==> src/hdr_entry_pkg.sv <==
// package for the high data rate entry codec: bus constants, timing, types
// assumes a 200 MHz core clock and a single master on the two-wire bus
package hdr_entry_pkg;

   // timing
   localparam int CLK_PERIOD_NS   = 5;
   localparam int SCL_HIGH_MAX_NS = 50;
   // high phase must stay strictly below the limit: round down after minus one
   localparam int SCL_HIGH_MAX_CYC = (SCL_HIGH_MAX_NS - 1) / CLK_PERIOD_NS;
   // one bus step; a single-rate high phase spans two steps
   localparam int SCL_STEP_CYC     = SCL_HIGH_MAX_CYC / 2;

   // entry sequence
   localparam logic [6:0] BCAST_ADDR               = 7'h7E;
   localparam logic       DIR_WRITE                = 1'h0;
   localparam logic [7:0] enter_double_rate_cmd    = 8'h20;
   localparam logic [7:0] enter_pure_ternary_cmd   = 8'h21;
   localparam logic [7:0] enter_legacy_ternary_cmd = 8'h22;

   // frame layout
   localparam int         ADDR_BITS     = 8;
   localparam int         CMD_BITS      = 9;
   localparam int         DDR_WORD_BITS = 20;
   localparam int         CRC_BITS      = 5;
   localparam int         TERN_SYMS     = 12;
   localparam logic [1:0] DDR_PREAMBLE  = 2'h2;
   localparam logic [4:0] CRC5_POLY     = 5'h05;
   localparam logic [4:0] CRC5_INIT     = 5'h1F;

   typedef enum logic [1:0] {
      single_rate_mode,
      double_rate_mode,
      legacy_ternary_mode,
      pure_ternary_mode
   } bus_mode_t;

   // everything the master drives onto the bus
   typedef struct packed {
      logic scl;
      logic scl_oe;
      logic sda;
      logic sda_oe;
      logic pullup_en;
   } bus_pins_t;

endpackage : hdr_entry_pkg

==> src/hdr_mode_entry_codec.sv <==
// bus master that enters a high data rate mode and frames words in it
// assumes word source on core_clk; sda_in arrives asynchronously from the pad
//
// Operation
// - from bus free, start by pulling data low while clock stays high
// - then send broadcast address 7E and a write direction bit
// - for the acknowledge, release data to open drain with pull-up on
// - command 20 with parity 0 enters double rate mode at once
// - command 22 with parity 1 enters legacy ternary mode
// - command 21 with parity 1 enters pure ternary mode
// - double rate data is sampled on both clock edges
// - double rate word: two-bit preamble, two bytes, two parity bits
// - double rate traffic ends with a five-bit CRC after the words
// - outside pure ternary, every clock high phase is below 50 ns
// - legacy ternary chosen only when a legacy device is present
// - pure ternary chosen only without legacy devices; long highs allowed
// - legacy ternary inserts dataless clock falls to keep highs short
// - in legacy ternary a clock fall without data change is a dummy, never a symbol
// - each octal digit becomes two ternary symbols carried by transitions
// - a symbol is any change of clock, data, or both together
`timescale 1ns/1ps
`default_nettype none
module hdr_mode_entry_codec
   import hdr_entry_pkg::*;
#(
   parameter int unsigned STEP_CYC = SCL_STEP_CYC
) (
   input  wire logic        core_clk,       // 200 MHz system clock
   input  wire logic        rst_n,          // async reset, active low
   input  wire logic        clk_en,         // freezes all state while low
   input  wire logic        enter_req,      // pulse: start mode entry
   input  wire logic        ternary_sel,    // 1 ternary, 0 double rate
   input  wire logic        legacy_present, // a legacy device sits on the bus
   input  wire logic        word_valid,     // word offered
   input  wire logic [15:0] word_data,      // word payload
   input  wire logic        word_last,      // offered word ends the traffic
   output logic             word_ready,     // word taken when valid too
   input  wire logic        sda_in,         // data pad level
   output logic             scl_out,        // clock pad drive
   output logic             scl_oe,         // clock pad enable
   output logic             sda_out,        // data pad drive
   output logic             sda_oe,         // data pad enable
   output logic             pullup_en,      // weak pull-up on data
   output bus_mode_t        bus_mode,       // current signalling mode
   output logic             busy,           // sequence in progress
   output logic             ack_error       // entry address not acknowledged
);

   localparam int SW = (STEP_CYC < 2) ? 1 : $clog2(STEP_CYC);

   // the step must keep a two-step high phase below the legacy filter limit
   if (STEP_CYC < 2 || 2 * STEP_CYC > SCL_HIGH_MAX_CYC) begin : g_bad_step
      $error("STEP_CYC out of range");
   end

   typedef enum logic [3:0] {
      st_idle, st_start, st_addr, st_ack, st_cmd,
      st_word_wait, st_ddr, st_crc, st_tern, st_done
   } state_t;

   state_t      state, next_state;
   logic [1:0]  sub, next_sub;
   logic [4:0]  cnt, next_cnt;
   logic [23:0] sr, next_sr;
   logic [4:0]  crc, next_crc;
   logic        last, next_last;
   bus_pins_t   pins, next_pins;
   bus_mode_t   next_mode, target, next_target;
   logic        next_ready, next_busy, next_ack_err;
   logic [SW-1:0] step, next_step;
   logic        tick;
   logic        sda_s1, sda_s2, sda_s3, sda_seen;

   // serial crc over one data word, msb first
   function automatic logic [4:0] crc5(input logic [4:0] c, input logic [15:0] d);
      logic [4:0] r;
      logic       fb;
      r = c;
      for (int i = 15; i >= 0; i--) begin
         fb = r[4] ^ d[i];
         r = {r[3:0], 1'b0} ^ (fb ? CRC5_POLY : 5'h00);
      end
      return r;
   endfunction : crc5

   // parity over odd and even bit positions of the word
   function automatic logic [1:0] ddr_par(input logic [15:0] d);
      logic a;
      logic b;
      a = 1'b0;
      b = 1'b0;
      for (int i = 0; i < 8; i++) begin
         a ^= d[2*i+1];
         b ^= d[2*i];
      end
      return {a, ~b};
   endfunction : ddr_par

   // six octal digits, each split into two ternary symbols, msb first
   function automatic logic [23:0] tern_pack(input logic [15:0] d);
      logic [17:0] v;
      logic [23:0] r;
      v = {2'h0, d};
      r = 24'h000000;
      for (int k = 0; k < 6; k++) begin
         case (v[17-3*k -: 3])
            3'h0:    r[23-4*k -: 4] = 4'h0;
            3'h1:    r[23-4*k -: 4] = 4'h1;
            3'h2:    r[23-4*k -: 4] = 4'h2;
            3'h3:    r[23-4*k -: 4] = 4'h4;
            3'h4:    r[23-4*k -: 4] = 4'h5;
            3'h5:    r[23-4*k -: 4] = 4'h6;
            3'h6:    r[23-4*k -: 4] = 4'h8;
            default: r[23-4*k -: 4] = 4'h9;
         endcase
      end
      return r;
   endfunction : tern_pack

   // entry command for the chosen mode, parity bit appended
   function automatic logic [8:0] entry_cmd(input bus_mode_t m);
      logic [7:0] c;
      case (m)
         legacy_ternary_mode: c = enter_legacy_ternary_cmd;
         pure_ternary_mode:   c = enter_pure_ternary_cmd;
         default:             c = enter_double_rate_cmd;
      endcase
      return {c, ~^c};
   endfunction : entry_cmd

   // data pad: three stages, a change counts once stages two and three agree
   always_ff @(posedge core_clk or negedge rst_n) begin
      if (!rst_n) begin
         sda_s1   <= 1'b1;
         sda_s2   <= 1'b1;
         sda_s3   <= 1'b1;
         sda_seen <= 1'b1;
      end else if (clk_en) begin
         sda_s1 <= sda_in;
         sda_s2 <= sda_s1;
         sda_s3 <= sda_s2;
         if (sda_s2 == sda_s3) begin
            sda_seen <= sda_s3;
         end
      end
   end

   // step timer paces every bus transition outside the idle state, whose levels are driven at once
   always_comb begin
      tick      = clk_en && (step == SW'(STEP_CYC - 1));
      next_step = step;
      if (clk_en) begin
         next_step = tick ? '0 : SW'(step + 1'b1);
      end
   end

   // sequencer: entry handshake, then word framing in the chosen mode
   always_comb begin
      next_state   = state;
      next_sub     = sub;
      next_cnt     = cnt;
      next_sr      = sr;
      next_crc     = crc;
      next_last    = last;
      next_pins    = pins;
      next_mode    = bus_mode;
      next_target  = target;
      next_ready   = word_ready;
      next_ack_err = ack_error;
      if (clk_en) begin
         next_ready = 1'b0;
         case (state)
            st_idle: begin
               // the clock rests high only while the bus is in single rate
               next_pins.scl       = (bus_mode == single_rate_mode);
               next_pins.scl_oe    = 1'b1;
               next_pins.sda       = 1'b1;
               next_pins.sda_oe    = 1'b1;
               next_pins.pullup_en = 1'b0;
               if (enter_req) begin
                  next_state   = st_start;
                  next_sub     = 2'h0;
                  next_ack_err = 1'b0;
                  next_mode    = single_rate_mode;
                  if (!ternary_sel) begin
                     next_target = double_rate_mode;
                  end else if (legacy_present) begin
                     next_target = legacy_ternary_mode;
                  end else begin
                     next_target = pure_ternary_mode;
                  end
               end
            end
            st_start: if (tick) begin
               if (sub == 2'h0 && !pins.scl) begin
                  // a high rate mode left the clock low: free the bus first
                  next_pins.scl = 1'b1;
               end else if (sub == 2'h0) begin
                  next_pins.sda = 1'b0;
                  next_sub      = 2'h1;
               end else begin
                  next_state = st_addr;
                  next_sr    = {BCAST_ADDR, DIR_WRITE, 16'h0000};
                  next_cnt   = 5'(ADDR_BITS);
                  next_sub   = 2'h0;
               end
            end
            st_addr, st_cmd: if (tick) begin
               // four steps a bit: clock low, data, clock high, hold
               next_sub = sub + 2'h1;
               case (sub)
                  2'h0: next_pins.scl = 1'b0;
                  2'h1: begin
                     next_pins.sda       = sr[23];
                     next_pins.sda_oe    = 1'b1;
                     next_pins.pullup_en = 1'b0;
                  end
                  2'h2: next_pins.scl = 1'b1;
                  default: begin
                     next_sr  = sr << 1;
                     next_cnt = cnt - 5'h1;
                     if (cnt == 5'h1) begin
                        if (state == st_addr) begin
                           next_state = st_ack;
                        end else begin
                           // new mode holds from the end of the parity bit
                           next_pins.scl = 1'b0;
                           next_mode     = target;
                           next_crc      = CRC5_INIT;
                           next_state    = st_word_wait;
                        end
                     end
                  end
               endcase
            end
            st_ack: if (tick) begin
               next_sub = sub + 2'h1;
               case (sub)
                  2'h0: next_pins.scl = 1'b0;
                  2'h1: begin
                     next_pins.sda_oe    = 1'b0;
                     next_pins.pullup_en = 1'b1;
                  end
                  2'h2: next_pins.scl = 1'b1;
                  default: begin
                     if (!sda_seen) begin
                        next_state = st_cmd;
                        next_sr    = {entry_cmd(target), 15'h0000};
                        next_cnt   = 5'(CMD_BITS);
                     end else begin
                        next_ack_err = 1'b1;
                        next_state   = st_idle;
                     end
                  end
               endcase
            end
            st_word_wait: begin
               next_pins.sda_oe    = 1'b1;
               next_pins.pullup_en = 1'b0;
               next_ready          = 1'b1;
               if (word_ready && word_valid) begin
                  next_ready = 1'b0;
                  next_last  = word_last;
                  next_sub   = 2'h0;
                  if (bus_mode == double_rate_mode) begin
                     next_sr    = {DDR_PREAMBLE, word_data, ddr_par(word_data), 4'h0};
                     next_cnt   = 5'(DDR_WORD_BITS);
                     next_crc   = crc5(crc, word_data);
                     next_state = st_ddr;
                  end else begin
                     next_sr    = tern_pack(word_data);
                     next_cnt   = 5'(TERN_SYMS);
                     next_state = st_tern;
                  end
               end
            end
            st_ddr, st_crc: if (tick) begin
               // data settles one step before each clock edge, either way
               if (sub == 2'h0) begin
                  next_pins.sda = sr[23];
                  next_sub      = 2'h1;
               end else begin
                  next_pins.scl = ~pins.scl;
                  next_sr       = sr << 1;
                  next_cnt      = cnt - 5'h1;
                  next_sub      = 2'h0;
                  if (cnt == 5'h1) begin
                     if (state == st_ddr && last) begin
                        next_state = st_crc;
                        next_sr    = {crc, 19'h00000};
                        next_cnt   = 5'(CRC_BITS);
                     end else begin
                        next_state = st_done;
                     end
                  end
               end
            end
            st_tern: if (tick) begin
               if (bus_mode == legacy_ternary_mode && pins.scl) begin
                  // dataless fall keeps the high phase one step long
                  next_pins.scl = 1'b0;
               end else begin
                  case (sr[23:22])
                     2'h1: next_pins.sda = ~pins.sda;
                     2'h2: begin
                        next_pins.scl = ~pins.scl;
                        next_pins.sda = ~pins.sda;
                     end
                     default: next_pins.scl = ~pins.scl;
                  endcase
                  next_sr  = sr << 2;
                  next_cnt = cnt - 5'h1;
                  if (cnt == 5'h1) begin
                     next_state = st_done;
                  end
               end
            end
            st_done: if (tick) begin
               next_pins.scl = 1'b0;
               next_state    = last ? st_idle : st_word_wait;
            end
            default: next_state = st_idle;
         endcase
      end
      next_busy = (next_state != st_idle);
   end

   // sequencer registers
   always_ff @(posedge core_clk or negedge rst_n) begin
      if (!rst_n) begin
         state      <= st_idle;
         sub        <= 2'h0;
         cnt        <= 5'h00;
         sr         <= 24'h000000;
         crc        <= 5'h00;
         last       <= 1'b0;
         pins       <= 5'h14;
         bus_mode   <= single_rate_mode;
         target     <= double_rate_mode;
         word_ready <= 1'b0;
         busy       <= 1'b0;
         ack_error  <= 1'b0;
         step       <= '0;
      end else begin
         state      <= next_state;
         sub        <= next_sub;
         cnt        <= next_cnt;
         sr         <= next_sr;
         crc        <= next_crc;
         last       <= next_last;
         pins       <= next_pins;
         bus_mode   <= next_mode;
         target     <= next_target;
         word_ready <= next_ready;
         busy       <= next_busy;
         ack_error  <= next_ack_err;
         step       <= next_step;
      end
   end

   assign scl_out   = pins.scl;
   assign scl_oe    = pins.scl_oe;
   assign sda_out   = pins.sda;
   assign sda_oe    = pins.sda_oe;
   assign pullup_en = pins.pullup_en;

   // checking aid: bits seen on the pads at clock rise, and high phase length
   logic [8:0] sent;
   logic [7:0] high_cnt;
   always_ff @(posedge core_clk or negedge rst_n) begin
      if (!rst_n) begin
         sent     <= 9'h000;
         high_cnt <= 8'h00;
      end else if (clk_en) begin
         if (state == st_start || state == st_ack) begin
            sent <= 9'h000;
         end else if (!pins.scl && next_pins.scl) begin
            sent <= {sent[7:0], pins.sda};
         end
         // the clock rests high over the start: a bus-free level, not a pulse
         if (pins.scl && state != st_idle && state != st_start) begin
            high_cnt <= (high_cnt == 8'hFF) ? high_cnt : high_cnt + 8'h01;
         end else begin
            high_cnt <= 8'h00;
         end
      end
   end

   chk_start_cond: assert property (@(posedge core_clk) disable iff (!rst_n)
      (state == st_start && sub == 2'h0 && tick && pins.scl && pins.sda) |=> (!pins.sda && pins.scl))
      else $error("start not formed with clock high");
   chk_addr_bits: assert property (@(posedge core_clk) disable iff (!rst_n)
      (state == st_addr && next_state == st_ack) |=> sent[7:0] == {BCAST_ADDR, DIR_WRITE})
      else $error("broadcast address byte wrong");
   chk_ack_release: assert property (@(posedge core_clk) disable iff (!rst_n)
      (state == st_ack && sub == 2'h2 && tick) |=> (!pins.sda_oe && pins.pullup_en)[*2])
      else $error("data not released for acknowledge");
   chk_ddr_entry: assert property (@(posedge core_clk) disable iff (!rst_n)
      (state == st_cmd && next_mode == double_rate_mode && bus_mode != next_mode)
      |=> sent == {enter_double_rate_cmd, 1'b0} && state == st_word_wait)
      else $error("double rate entry code wrong");
   chk_legacy_entry: assert property (@(posedge core_clk) disable iff (!rst_n)
      $rose(bus_mode == legacy_ternary_mode) |-> sent == {enter_legacy_ternary_cmd, 1'b1})
      else $error("legacy ternary entry code wrong");
   chk_pure_entry: assert property (@(posedge core_clk) disable iff (!rst_n)
      $rose(bus_mode == pure_ternary_mode) |-> sent == {enter_pure_ternary_cmd, 1'b1})
      else $error("pure ternary entry code wrong");
   chk_ddr_edges: assert property (@(posedge core_clk) disable iff (!rst_n)
      ((state == st_ddr || state == st_crc) && $changed(pins.sda)) |-> $stable(pins.scl))
      else $error("data moved on a clock edge");
   chk_ddr_frame: assert property (@(posedge core_clk) disable iff (!rst_n)
      (state == st_word_wait && next_state == st_ddr)
      |=> sr[23:22] == DDR_PREAMBLE && cnt == 5'(DDR_WORD_BITS))
      else $error("double rate word not framed");
   chk_crc_follow: assert property (@(posedge core_clk) disable iff (!rst_n)
      (state == st_ddr && next_state == st_crc) |=> cnt == 5'(CRC_BITS) && sr[23:19] == crc)
      else $error("crc field missing");
   chk_scl_short: assert property (@(posedge core_clk) disable iff (!rst_n)
      (bus_mode != pure_ternary_mode) |-> high_cnt <= 8'(SCL_HIGH_MAX_CYC))
      else $error("clock high phase too long");
   chk_legacy_choice: assert property (@(posedge core_clk) disable iff (!rst_n)
      (state == st_idle && enter_req && clk_en && ternary_sel && legacy_present)
      |=> target == legacy_ternary_mode)
      else $error("legacy ternary not chosen");
   chk_pure_choice: assert property (@(posedge core_clk) disable iff (!rst_n)
      (state == st_idle && enter_req && clk_en && ternary_sel && !legacy_present)
      |=> target == pure_ternary_mode)
      else $error("pure ternary not chosen");
   chk_dummy_edge: assert property (@(posedge core_clk) disable iff (!rst_n)
      (bus_mode == legacy_ternary_mode && state == st_tern && $fell(pins.scl)
       && $stable(pins.sda)) |-> $stable(cnt))
      else $error("dummy fall consumed a symbol");
   chk_symbol_event: assert property (@(posedge core_clk) disable iff (!rst_n)
      (state != st_word_wait && $past(state) == st_tern && $changed(cnt))
      |-> ($changed(pins.scl) || $changed(pins.sda)))
      else $error("symbol without transition");

endmodule : hdr_mode_entry_codec
`default_nettype wire

==> config.mk <==
export PLATFORM = sky130hd
export DESIGN_NAME = hdr_mode_entry_codec
export DESIGN_NICKNAME = d
export VERILOG_FILES = /design/src/hdr_entry_pkg.sv /design/src/hdr_mode_entry_codec.sv
export SDC_FILE = /design/constraint.sdc
export NUM_CORES = 1
export LEC_CHECK = 0
export BUFFER_PORTS_ARGS = -buffer_cell sky130_fd_sc_hd__buf_2
export CORE_MARGIN = 8
export CORE_UTILIZATION = 54
export CTS_CLUSTER_DIAMETER = 30
export DETAILED_ROUTE_END_ITERATION = 16
export PLACE_DENSITY = 0.7
export SLEW_MARGIN = 20
export SYNTH_ARGS = -nofsm -noshare
export SYNTH_HDL_FRONTEND = slang
export SYNTH_SLANG_ARGS = --single-unit
==> constraint.sdc <==
create_clock -name core_clk -period 4.5 [get_ports core_clk]
set_clock_uncertainty 0.05 [all_clocks]
set_input_delay 0.225 -clock core_clk [delete_from_list [all_inputs] [get_ports core_clk]]
set_output_delay 0.225 -clock core_clk [all_outputs]
set_load 0.01 [all_outputs]
==> tab_implementation.tex, run 1 <==
\begin{tabular}{lr}
\hline
Metric & Value \\
\hline
\multicolumn{2}{l}{\textbf{Pwr}} \\
\quad Clock network power share & 20.3\% \\
\quad Net load switching power & 1170 uW \\
\quad Largest vdd supply drop & 0.358 mV \\
\quad Flop pwr share & 31.3\% \\
\quad Lkg Pwr & between 0.002 and 0.0025 uW \\
\quad Internal power summed over all cells & around 1600 uW \\
\quad Fraction of power spent switching nets & 42.4\% \\
\quad Relative contribution of combinational cells to total power & around 48\% \\
\quad Power per cell area & $\sim$540 nW/um\^{}2 \\
\quad Overall Power & 2760 uW \\
\multicolumn{2}{l}{\textbf{Detailed routing}} \\
\quad Total via count after detailed routing & approximately 4300 \\
\quad Number of iterations in the first detailed-routing pass & 5 \\
\quad Final antenna-violating net count & 0 \\
\quad DRC marker count from the first detailed-route iteration & 570 \\
\quad Overall routed net length & around 13000 um \\
\quad Detail-routed via count per cell & 6.39 \\
\quad Number of design rule violations left after detail routing & 0 \\
\quad Per-cell routed wire length & 19.0 um \\
\multicolumn{2}{l}{\textbf{Timing}} \\
\quad Final Hold Viols & 0 \\
\quad Unrepaired setup endpoints after global routing & no \\
\quad Min cycle time layout & between 3000 and 4000 ps \\
\quad Post-Route Setup TNS & 0 ps \\
\quad Max Transition Viols Final & 0 \\
\quad Maximum achievable frequency & 325 MHz \\
\quad Worst slew slack as a fraction of its limit & 31.0\% \\
\quad Hold WS & 58.6 ps \\
\quad Transition time at the pin with the least slew margin & 1030 ps \\
\quad Number of setup violations in the final report & 0 \\
\quad Share of the cycle needed by the critical path after routing & 68.4\% \\
\multicolumn{2}{l}{\textbf{Logic synthesis}} \\
\quad Number of standard cells after synthesis & between 500 and 600 \\
\quad Leading area contributor after synthesis & sky130\_fd\_sc\_hd\_\_dfrtp\_1 \\
\quad Synthesized Nets & 583 \\
\quad Mean area per synthesized cell & about 8.7 sq um \\
\quad Count of distinct cell types in the synthesized netlist & 78 \\
\quad Fraction of registers with async set/reset & 100\% \\
\quad Sequential element share of the synthesized area & 30.9\% \\
\quad Top-area cell type share of the netlist area & 27.1\% \\
\quad \#FFs+latches synth & 59 \\
\quad Synthesis warning total & 0 \\
\quad Main flop type after synthesis & sky130\_fd\_sc\_hd\_\_dfrtp\_1 \\
\quad Cell Area, Synth & 4800 sq um \\
\quad Number of enable-type register cells in the synthesized netlist & 0 \\
\quad Leading cell types by total area after synthesis & sky130\_fd\_sc\_hd\_\_dfrtp\_1 27\%, sky130\_fd\_sc\_hd\_\_xnor2\_1 5.1\%, sky130\_fd\_sc\_hd\_\_nand2\_1 4.8\%, sky130\_fd\_sc\_hd\_\_dfstp\_2 3.8\%, sky130\_fd\_sc\_hd\_\_o21ai\_0 3.4\% \\
\multicolumn{2}{l}{\textbf{Floorplanning}} \\
\quad I/O pin cnt & 35 \\
\quad Area enclosed by the die boundary & roughly 12000 sq um \\
\quad Die width & 110 um \\
\quad Floorplan core area & 8680 sq um \\
\quad Row cnt & 34 \\
\quad Die H & 110 um \\
\quad Starting density of the core & 55.3\% \\
\multicolumn{2}{l}{\textbf{Layout}} \\
\quad Area taken by multi-input logic gates & 2940 sq um \\
\quad Count of inserted antenna diode cells & 0 \\
\quad Area added between synthesis and finish & 6.54\% \\
\quad Number of fillers in the final layout & 826 \\
\quad Storage cell area & 1490 sq um \\
\quad Most frequent cells in the layout & 61 x sky130\_fd\_sc\_hd\_\_nand2\_1, 52 x sky130\_fd\_sc\_hd\_\_dfrtp\_1, 37 x sky130\_fd\_sc\_hd\_\_nor2\_1, 34 x sky130\_fd\_sc\_hd\_\_buf\_2, 33 x sky130\_fd\_sc\_hd\_\_o21ai\_0 \\
\quad Number of nets in the final layout & roughly 590 \\
\quad Leading cell type in the layout, fill and taps excluded & sky130\_fd\_sc\_hd\_\_nand2\_1 \\
\quad Fraction of final layout cells sized beyond drive strength 1 & 17.0\% \\
\quad Non-filler cells, final & 672 \\
\multicolumn{2}{l}{\textbf{Clock tree}} \\
\quad Post-CTS Setup Inserts & 0 \\
\quad Cts bufs inserted & 9 \\
\quad Clock latency on the worst-skew pair & around 350 ps \\
\quad Clock Sinks & 59 \\
\quad Root Buffer & sky130\_fd\_sc\_hd\_\_clkbuf\_8 \\
\quad CTS clock-pin slew for the worst setup and hold paths & approximately 70 ps \\
\quad Post-CTS Resized & 0 \\
\quad Clock tree from TritonCTS & done \\
\quad Hold buffer count at CTS & 1 \\
\quad Htree depth & 3 \\
\quad Longest Clk Path Bufs & 2 \\
\multicolumn{2}{l}{\textbf{GRT}} \\
\quad Initial antenna violation count & 0 \\
\quad GRT Total Usage & 21.4\% \\
\quad Number of global-route vias before repair & 3939 \\
\quad Wire length of the first global-routing pass & 20700 um \\
\quad Remaining global-route overflow & 0 \\
\quad Pin count of the biggest net entering global routing & 60 \\
\multicolumn{2}{l}{\textbf{Outcome}} \\
\quad Result of the run & finished clean \\
\multicolumn{2}{l}{\textbf{Placed design}} \\
\quad Routability congestion estimate & 0.921 \\
\quad Number of buffer cells added on primary ports & 34 \\
\quad Number of cells in the design after placement & $\sim$660 \\
\quad Post-DP HPWL & between 9000 and 10000 um \\
\multicolumn{2}{l}{\textbf{Job}} \\
\quad Number of max-cap violations & 0 \\
\multicolumn{2}{l}{\textbf{Worst setup path}} \\
\quad Crit path cell chain & xor2\_1, and2\_1, a2111oi\_4, nand3\_2, nor2\_1, a32oi\_1 \\
\quad Slowest-stage cell, CP & sky130\_fd\_sc\_hd\_\_dfrtp\_1 \\
\quad Type of the setup path with the least slack & reg -> reg \\
\quad Slowest cell delay on critical path & 1000 ps \\
\quad Endpoint kind of the worst setup timing path & flop \\
\quad Largest fanout of any net on the critical path & 30 \\
\quad Required time reported for the critical path endpoint & 4650 ps \\
\quad Critical Path AT & 3230 ps \\
\quad Crit start category & flop \\
\multicolumn{2}{l}{\textbf{Hold path}} \\
\quad Class of the worst hold path & in -> reg \\
\hline
\end{tabular}
[Yosys cell counts, types with 7 or more instances]
master                      n
sky130_fd_sc_hd__o21ai_1   21
sky130_fd_sc_hd__a21oi_1   29
sky130_fd_sc_hd__o21ai_0   33
sky130_fd_sc_hd__buf_2     12
sky130_fd_sc_hd__nor2b_1    8
sky130_fd_sc_hd__xnor2_1   28
sky130_fd_sc_hd__nand2b_1  10
sky130_fd_sc_hd__dfstp_2    7
sky130_fd_sc_hd__clkbuf_8   8
sky130_fd_sc_hd__nor2_1    37
sky130_fd_sc_hd__ha_1       8
sky130_fd_sc_hd__xor2_1     7
sky130_fd_sc_hd__nand2_1   61
sky130_fd_sc_hd__nand3_1   12
sky130_fd_sc_hd__a221oi_1  18
sky130_fd_sc_hd__a31oi_1    8
sky130_fd_sc_hd__mux2_2    12
sky130_fd_sc_hd__nor3_1    12
sky130_fd_sc_hd__clkbuf_1  18
sky130_fd_sc_hd__dfrtp_1   52
sky130_fd_sc_hd__inv_1     23
sky130_fd_sc_hd__a211oi_1   9
[kinds of logic (layout without fill, tap and decap cells)]
group | Yosys count | after routing | share of synthesized area (%)
AOI/OAI and AO/OA | 170 | 170 | 24.3
xor gates and xnor gates | 43 | 43 | 10.0
adders and majority gates | 9 | 9 | 2.29
buffers and inverters | 69 | 83 | 8.19
DFF | 59 | 59 | 30.9
muxes | 19 | 19 | 4.30
and+or+nand+nor | 181 | 181 | 19.9
[metal layers]
metal	track usage [%]	up-vias	part of all wire (%)
li1	-	2026	-
met1	32.0	2073	48
met2	29.4	171	43
met3	5.17	22	7.6
met4	6.85	0	1.7
met5	0	-	0
[worst max-delay path, delay by kind of cell, from the launching register on]
family	cells	cell delay (ps)
AND/OR/NAND/NOR	3	1060
flip-flops	1	1000
AO/OA/AOI/OAI	2	620
XOR/XNOR	1	220
[state kept, by name, summed over array words and instances, names as in the netlist, 2 cells and up]
| register | count |
|---|---|
| crc | 5 |
| sub | 2 |
| step | 2 |
| sr | 24 |
| bus_mode | 2 |
| state | 4 |
| target | 2 |
| cnt | 5 |
[final cells by class]
cell class,count,area share (%)
flip-flops and latches,59,29.0
inverters,24,1.76
clock inverters,6,1.74
multi-input cells,422,57.4
well taps,108,2.64
clock buffers,10,2.69
repair buffers,43,4.70
[final timing paths]
path	from	end	slack (ps)	cells past startpoint
setup / recovery	state[1]	cnt[3]	1420	6
hold / removal	word_last	last	60	2
setup reg to reg	state[1]	cnt[3]	1420	6
hold reg to reg	scl_oe	scl_oe	410	1
max in group asynchronous	rst_n	sr[3]	3360	3
min in group asynchronous	rst_n	busy	520	3
[per-stage QoR]
stage	worst slack (ps)	util (%)	area, sq um
after floorplan	2210	-	4800
after global placement	1660	56.2	4880
after detailed placement	1510	56.2	4880
after CTS	1490	58.9	5110
after global routing	1250	58.9	5110
final	1420	58.9	5110
[power by group through the flow]
| stage | logic, uW | clock network (uW) | registers (uW) |
|---|---|---|---|
| floorplan | 1110 | 0 | 772 |
| global placement | 1300 | 0 | 858 |
| detailed placement | 1310 | 0 | 864 |
| CTS | 1320 | 570 | 855 |
| global route | 1450 | 590 | 883 |
| finish | 1330 | 560 | 862 |
Power figures use the tool's default switching activity.
==> run 2, diff against run 1 <==
PLACE_DENSITY = 0.73   (was 0.7)
clock period = 2.7 ns   (was 4.5 ns; I/O delays follow)
==> run 2 against run 1 <==
Effect of this change: highest routed layer unchanged; largest cell class unchanged; final area up 5.3%; register-to-register slack worse by 1300 ps; total power up 76%.
==> tab_implementation.tex, run 2 (synthesized netlist as in run 1, its figures left out) <==
\begin{tabular}{lr}
\hline
Metric & Value \\
\hline
\multicolumn{2}{l}{\textbf{Outcome}} \\
\quad Result of the run & finished clean \\
\multicolumn{2}{l}{\textbf{Hold path}} \\
\quad Class of the worst hold path & in -> reg \\
\multicolumn{2}{l}{\textbf{Floorplanning}} \\
\quad I/O pin cnt & 35 \\
\quad Area enclosed by the die boundary & 12200 sq um \\
\quad Floorplan core area & 8680 sq um \\
\quad Die width & 110 um \\
\quad Die H & 110 um \\
\quad Starting density of the core & approximately 55\% \\
\quad Row cnt & 34 \\
\multicolumn{2}{l}{\textbf{Detailed routing}} \\
\quad Overall routed net length & 13700 um \\
\quad Detail-routed via count per cell & roughly 6.4 \\
\quad Final antenna-violating net count & 0 \\
\quad Number of iterations in the first detailed-routing pass & 5 \\
\quad DRC marker count from the first detailed-route iteration & roughly 400 \\
\quad Total via count after detailed routing & between 4000 and 5000 \\
\quad Number of design rule violations left after detail routing & 0 \\
\quad Per-cell routed wire length & between 15 and 20 um \\
\multicolumn{2}{l}{\textbf{Layout}} \\
\quad Register ranked first by flip-flop count & sr \\
\quad Area added between synthesis and finish & 12.2\% \\
\quad Non-filler cells, final & roughly 700 \\
\quad Fraction of final layout cells sized beyond drive strength 1 & 20.5\% \\
\quad Biggest registers after layout & sr (24), cnt (5), crc (5) \\
\quad Leading cell type in the layout, fill and taps excluded & sky130\_fd\_sc\_hd\_\_nand2\_1 \\
\quad Most frequent cells in the layout & 61 x sky130\_fd\_sc\_hd\_\_nand2\_1, 52 x sky130\_fd\_sc\_hd\_\_dfrtp\_1, 37 x sky130\_fd\_sc\_hd\_\_nor2\_1, 34 x sky130\_fd\_sc\_hd\_\_buf\_2 \\
\quad Post-route core utilization & 62.1\% \\
\quad Largest register FFs & 24 \\
\quad Number of nets in the final layout & 622 \\
\quad Count of inserted antenna diode cells & 0 \\
\multicolumn{2}{l}{\textbf{Timing}} \\
\quad Final Hold Viols & 0 \\
\quad Max Transition Viols Final & 0 \\
\quad Min cycle time layout & 2570 ps \\
\quad Hold WS & 18.2 ps \\
\quad Maximum achievable frequency & 390 MHz \\
\quad Transition time at the pin with the least slew margin & 991 ps \\
\quad Worst slew slack as a fraction of its limit & 33.6\% \\
\quad Unrepaired setup endpoints after global routing & no \\
\quad Fin worst setup slack & 135 ps \\
\quad Share of the cycle needed by the critical path after routing & 95.0\% \\
\quad Post-Route Setup TNS & 0 ps \\
\quad Number of setup violations in the final report & 0 \\
\multicolumn{2}{l}{\textbf{Worst setup path}} \\
\quad Type of the setup path with the least slack & reg -> reg \\
\quad Critical Path AT & 2740 ps \\
\quad Required time reported for the critical path endpoint & 2870 ps \\
\quad Crit start category & flop \\
\quad Endpoint kind of the worst setup timing path & flop \\
\quad Largest fanout of any net on the critical path & 32 \\
\multicolumn{2}{l}{\textbf{Clock tree}} \\
\quad Longest Clk Path Bufs & 2 \\
\quad CTS clock-pin slew for the worst setup and hold paths & 70 ps \\
\quad Clock latency on the worst-skew pair & 340 ps \\
\quad Cts bufs inserted & 9 \\
\quad Clock Sinks & 59 \\
\quad Clock tree from TritonCTS & done \\
\quad Htree depth & 3 \\
\quad Root Buffer & sky130\_fd\_sc\_hd\_\_clkbuf\_8 \\
\multicolumn{2}{l}{\textbf{Pwr}} \\
\quad Power per cell area & 899 nW/um\^{}2 \\
\quad Largest vdd supply drop & 0.592 mV \\
\quad Lkg Pwr & 0.00220 uW \\
\multicolumn{2}{l}{\textbf{Job}} \\
\quad Number of max-cap violations & 0 \\
\multicolumn{2}{l}{\textbf{GRT}} \\
\quad Wire length of the first global-routing pass & 22300 um \\
\quad Pin count of the biggest net entering global routing & 33 \\
\quad GRT Total Usage & 23.5\% \\
\quad Number of global-route vias before repair & 4249 \\
\quad Initial antenna violation count & 0 \\
\quad Remaining global-route overflow & 0 \\
\multicolumn{2}{l}{\textbf{Placed design}} \\
\quad Number of cells in the design after placement & 682 \\
\quad Pre-CTS worst setup slack & between 150 and 200 ps \\
\quad Post-DP HPWL & 10100 um \\
\quad Routability congestion estimate & 0.954 \\
\quad Number of buffer cells added on primary ports & 34 \\
\hline
\end{tabular}
[run 2: power by group]
part / switching [uW] / internal, uW / total, uW
Clock: 377 / 636 / 1010
Combinational: 1340 / 1120 / 2460
Sequential: 260 / 1110 / 1370
Total: 1980 / 2870 / 4840
[run 2: timing repair]
item,CTS,global route
setup buffers,0,0
endpoints found under the hold margin,26,0
hold buffers,4,0
resized for setup,0,0
[run 2: per-stage QoR]
step / cell area, sq um / power (uW)
floorplan: 4800 / 3140
global placement: 5100 / 3750
detailed placement: 5100 / 3790
CTS: 5390 / 4830
global route: 5390 / 5150
finish: 5390 / 4840
[run 2: worst paths after layout]
path / startpoint / endpoint / slack (ps) / cells after the start
max: sub[0] / cnt[2] / 130 / 9
min: legacy_present / target[0] / 20 / 3
max reg2reg: sub[0] / cnt[2] / 130 / 9
min reg2reg: scl_oe / scl_oe / 410 / 1
max in group asynchronous: rst_n / sr[2] / 1580 / 3
min in group asynchronous: rst_n / sub[1] / 330 / 2
[run 2: layout make-up]
class	count	area [sq um]
Clock buffer	11	141
Fill cell	773	3290
Clock inverter	5	100
Tap cell	108	135
Multi-Input combinational cell	422	2940
Timing Repair Buffer	73	498
Inverter	24	90.1
Sequential cell	59	1490
[run 2: routing by layer]
metal  up-vias  track usage, %  wire length, um
met4         0            8.18              357
met3        32            4.30              906
met2       199            36.3             6300
li1       2086               -                -
met1      2153            32.4             6100
met5         -               0                0
[run 2: worst max-delay path, cell delays in order (launching register included)]
cell                        delay, ps
sky130_fd_sc_hd__dfrtp_1          430
sky130_fd_sc_hd__inv_1             90
sky130_fd_sc_hd__ha_1             290
sky130_fd_sc_hd__nor2b_1          190
sky130_fd_sc_hd__a32o_1           300
sky130_fd_sc_hd__a2111oi_4        350
sky130_fd_sc_hd__nand4_1          230
sky130_fd_sc_hd__buf_12           230
sky130_fd_sc_hd__a31oi_1          160
sky130_fd_sc_hd__o22ai_1          100
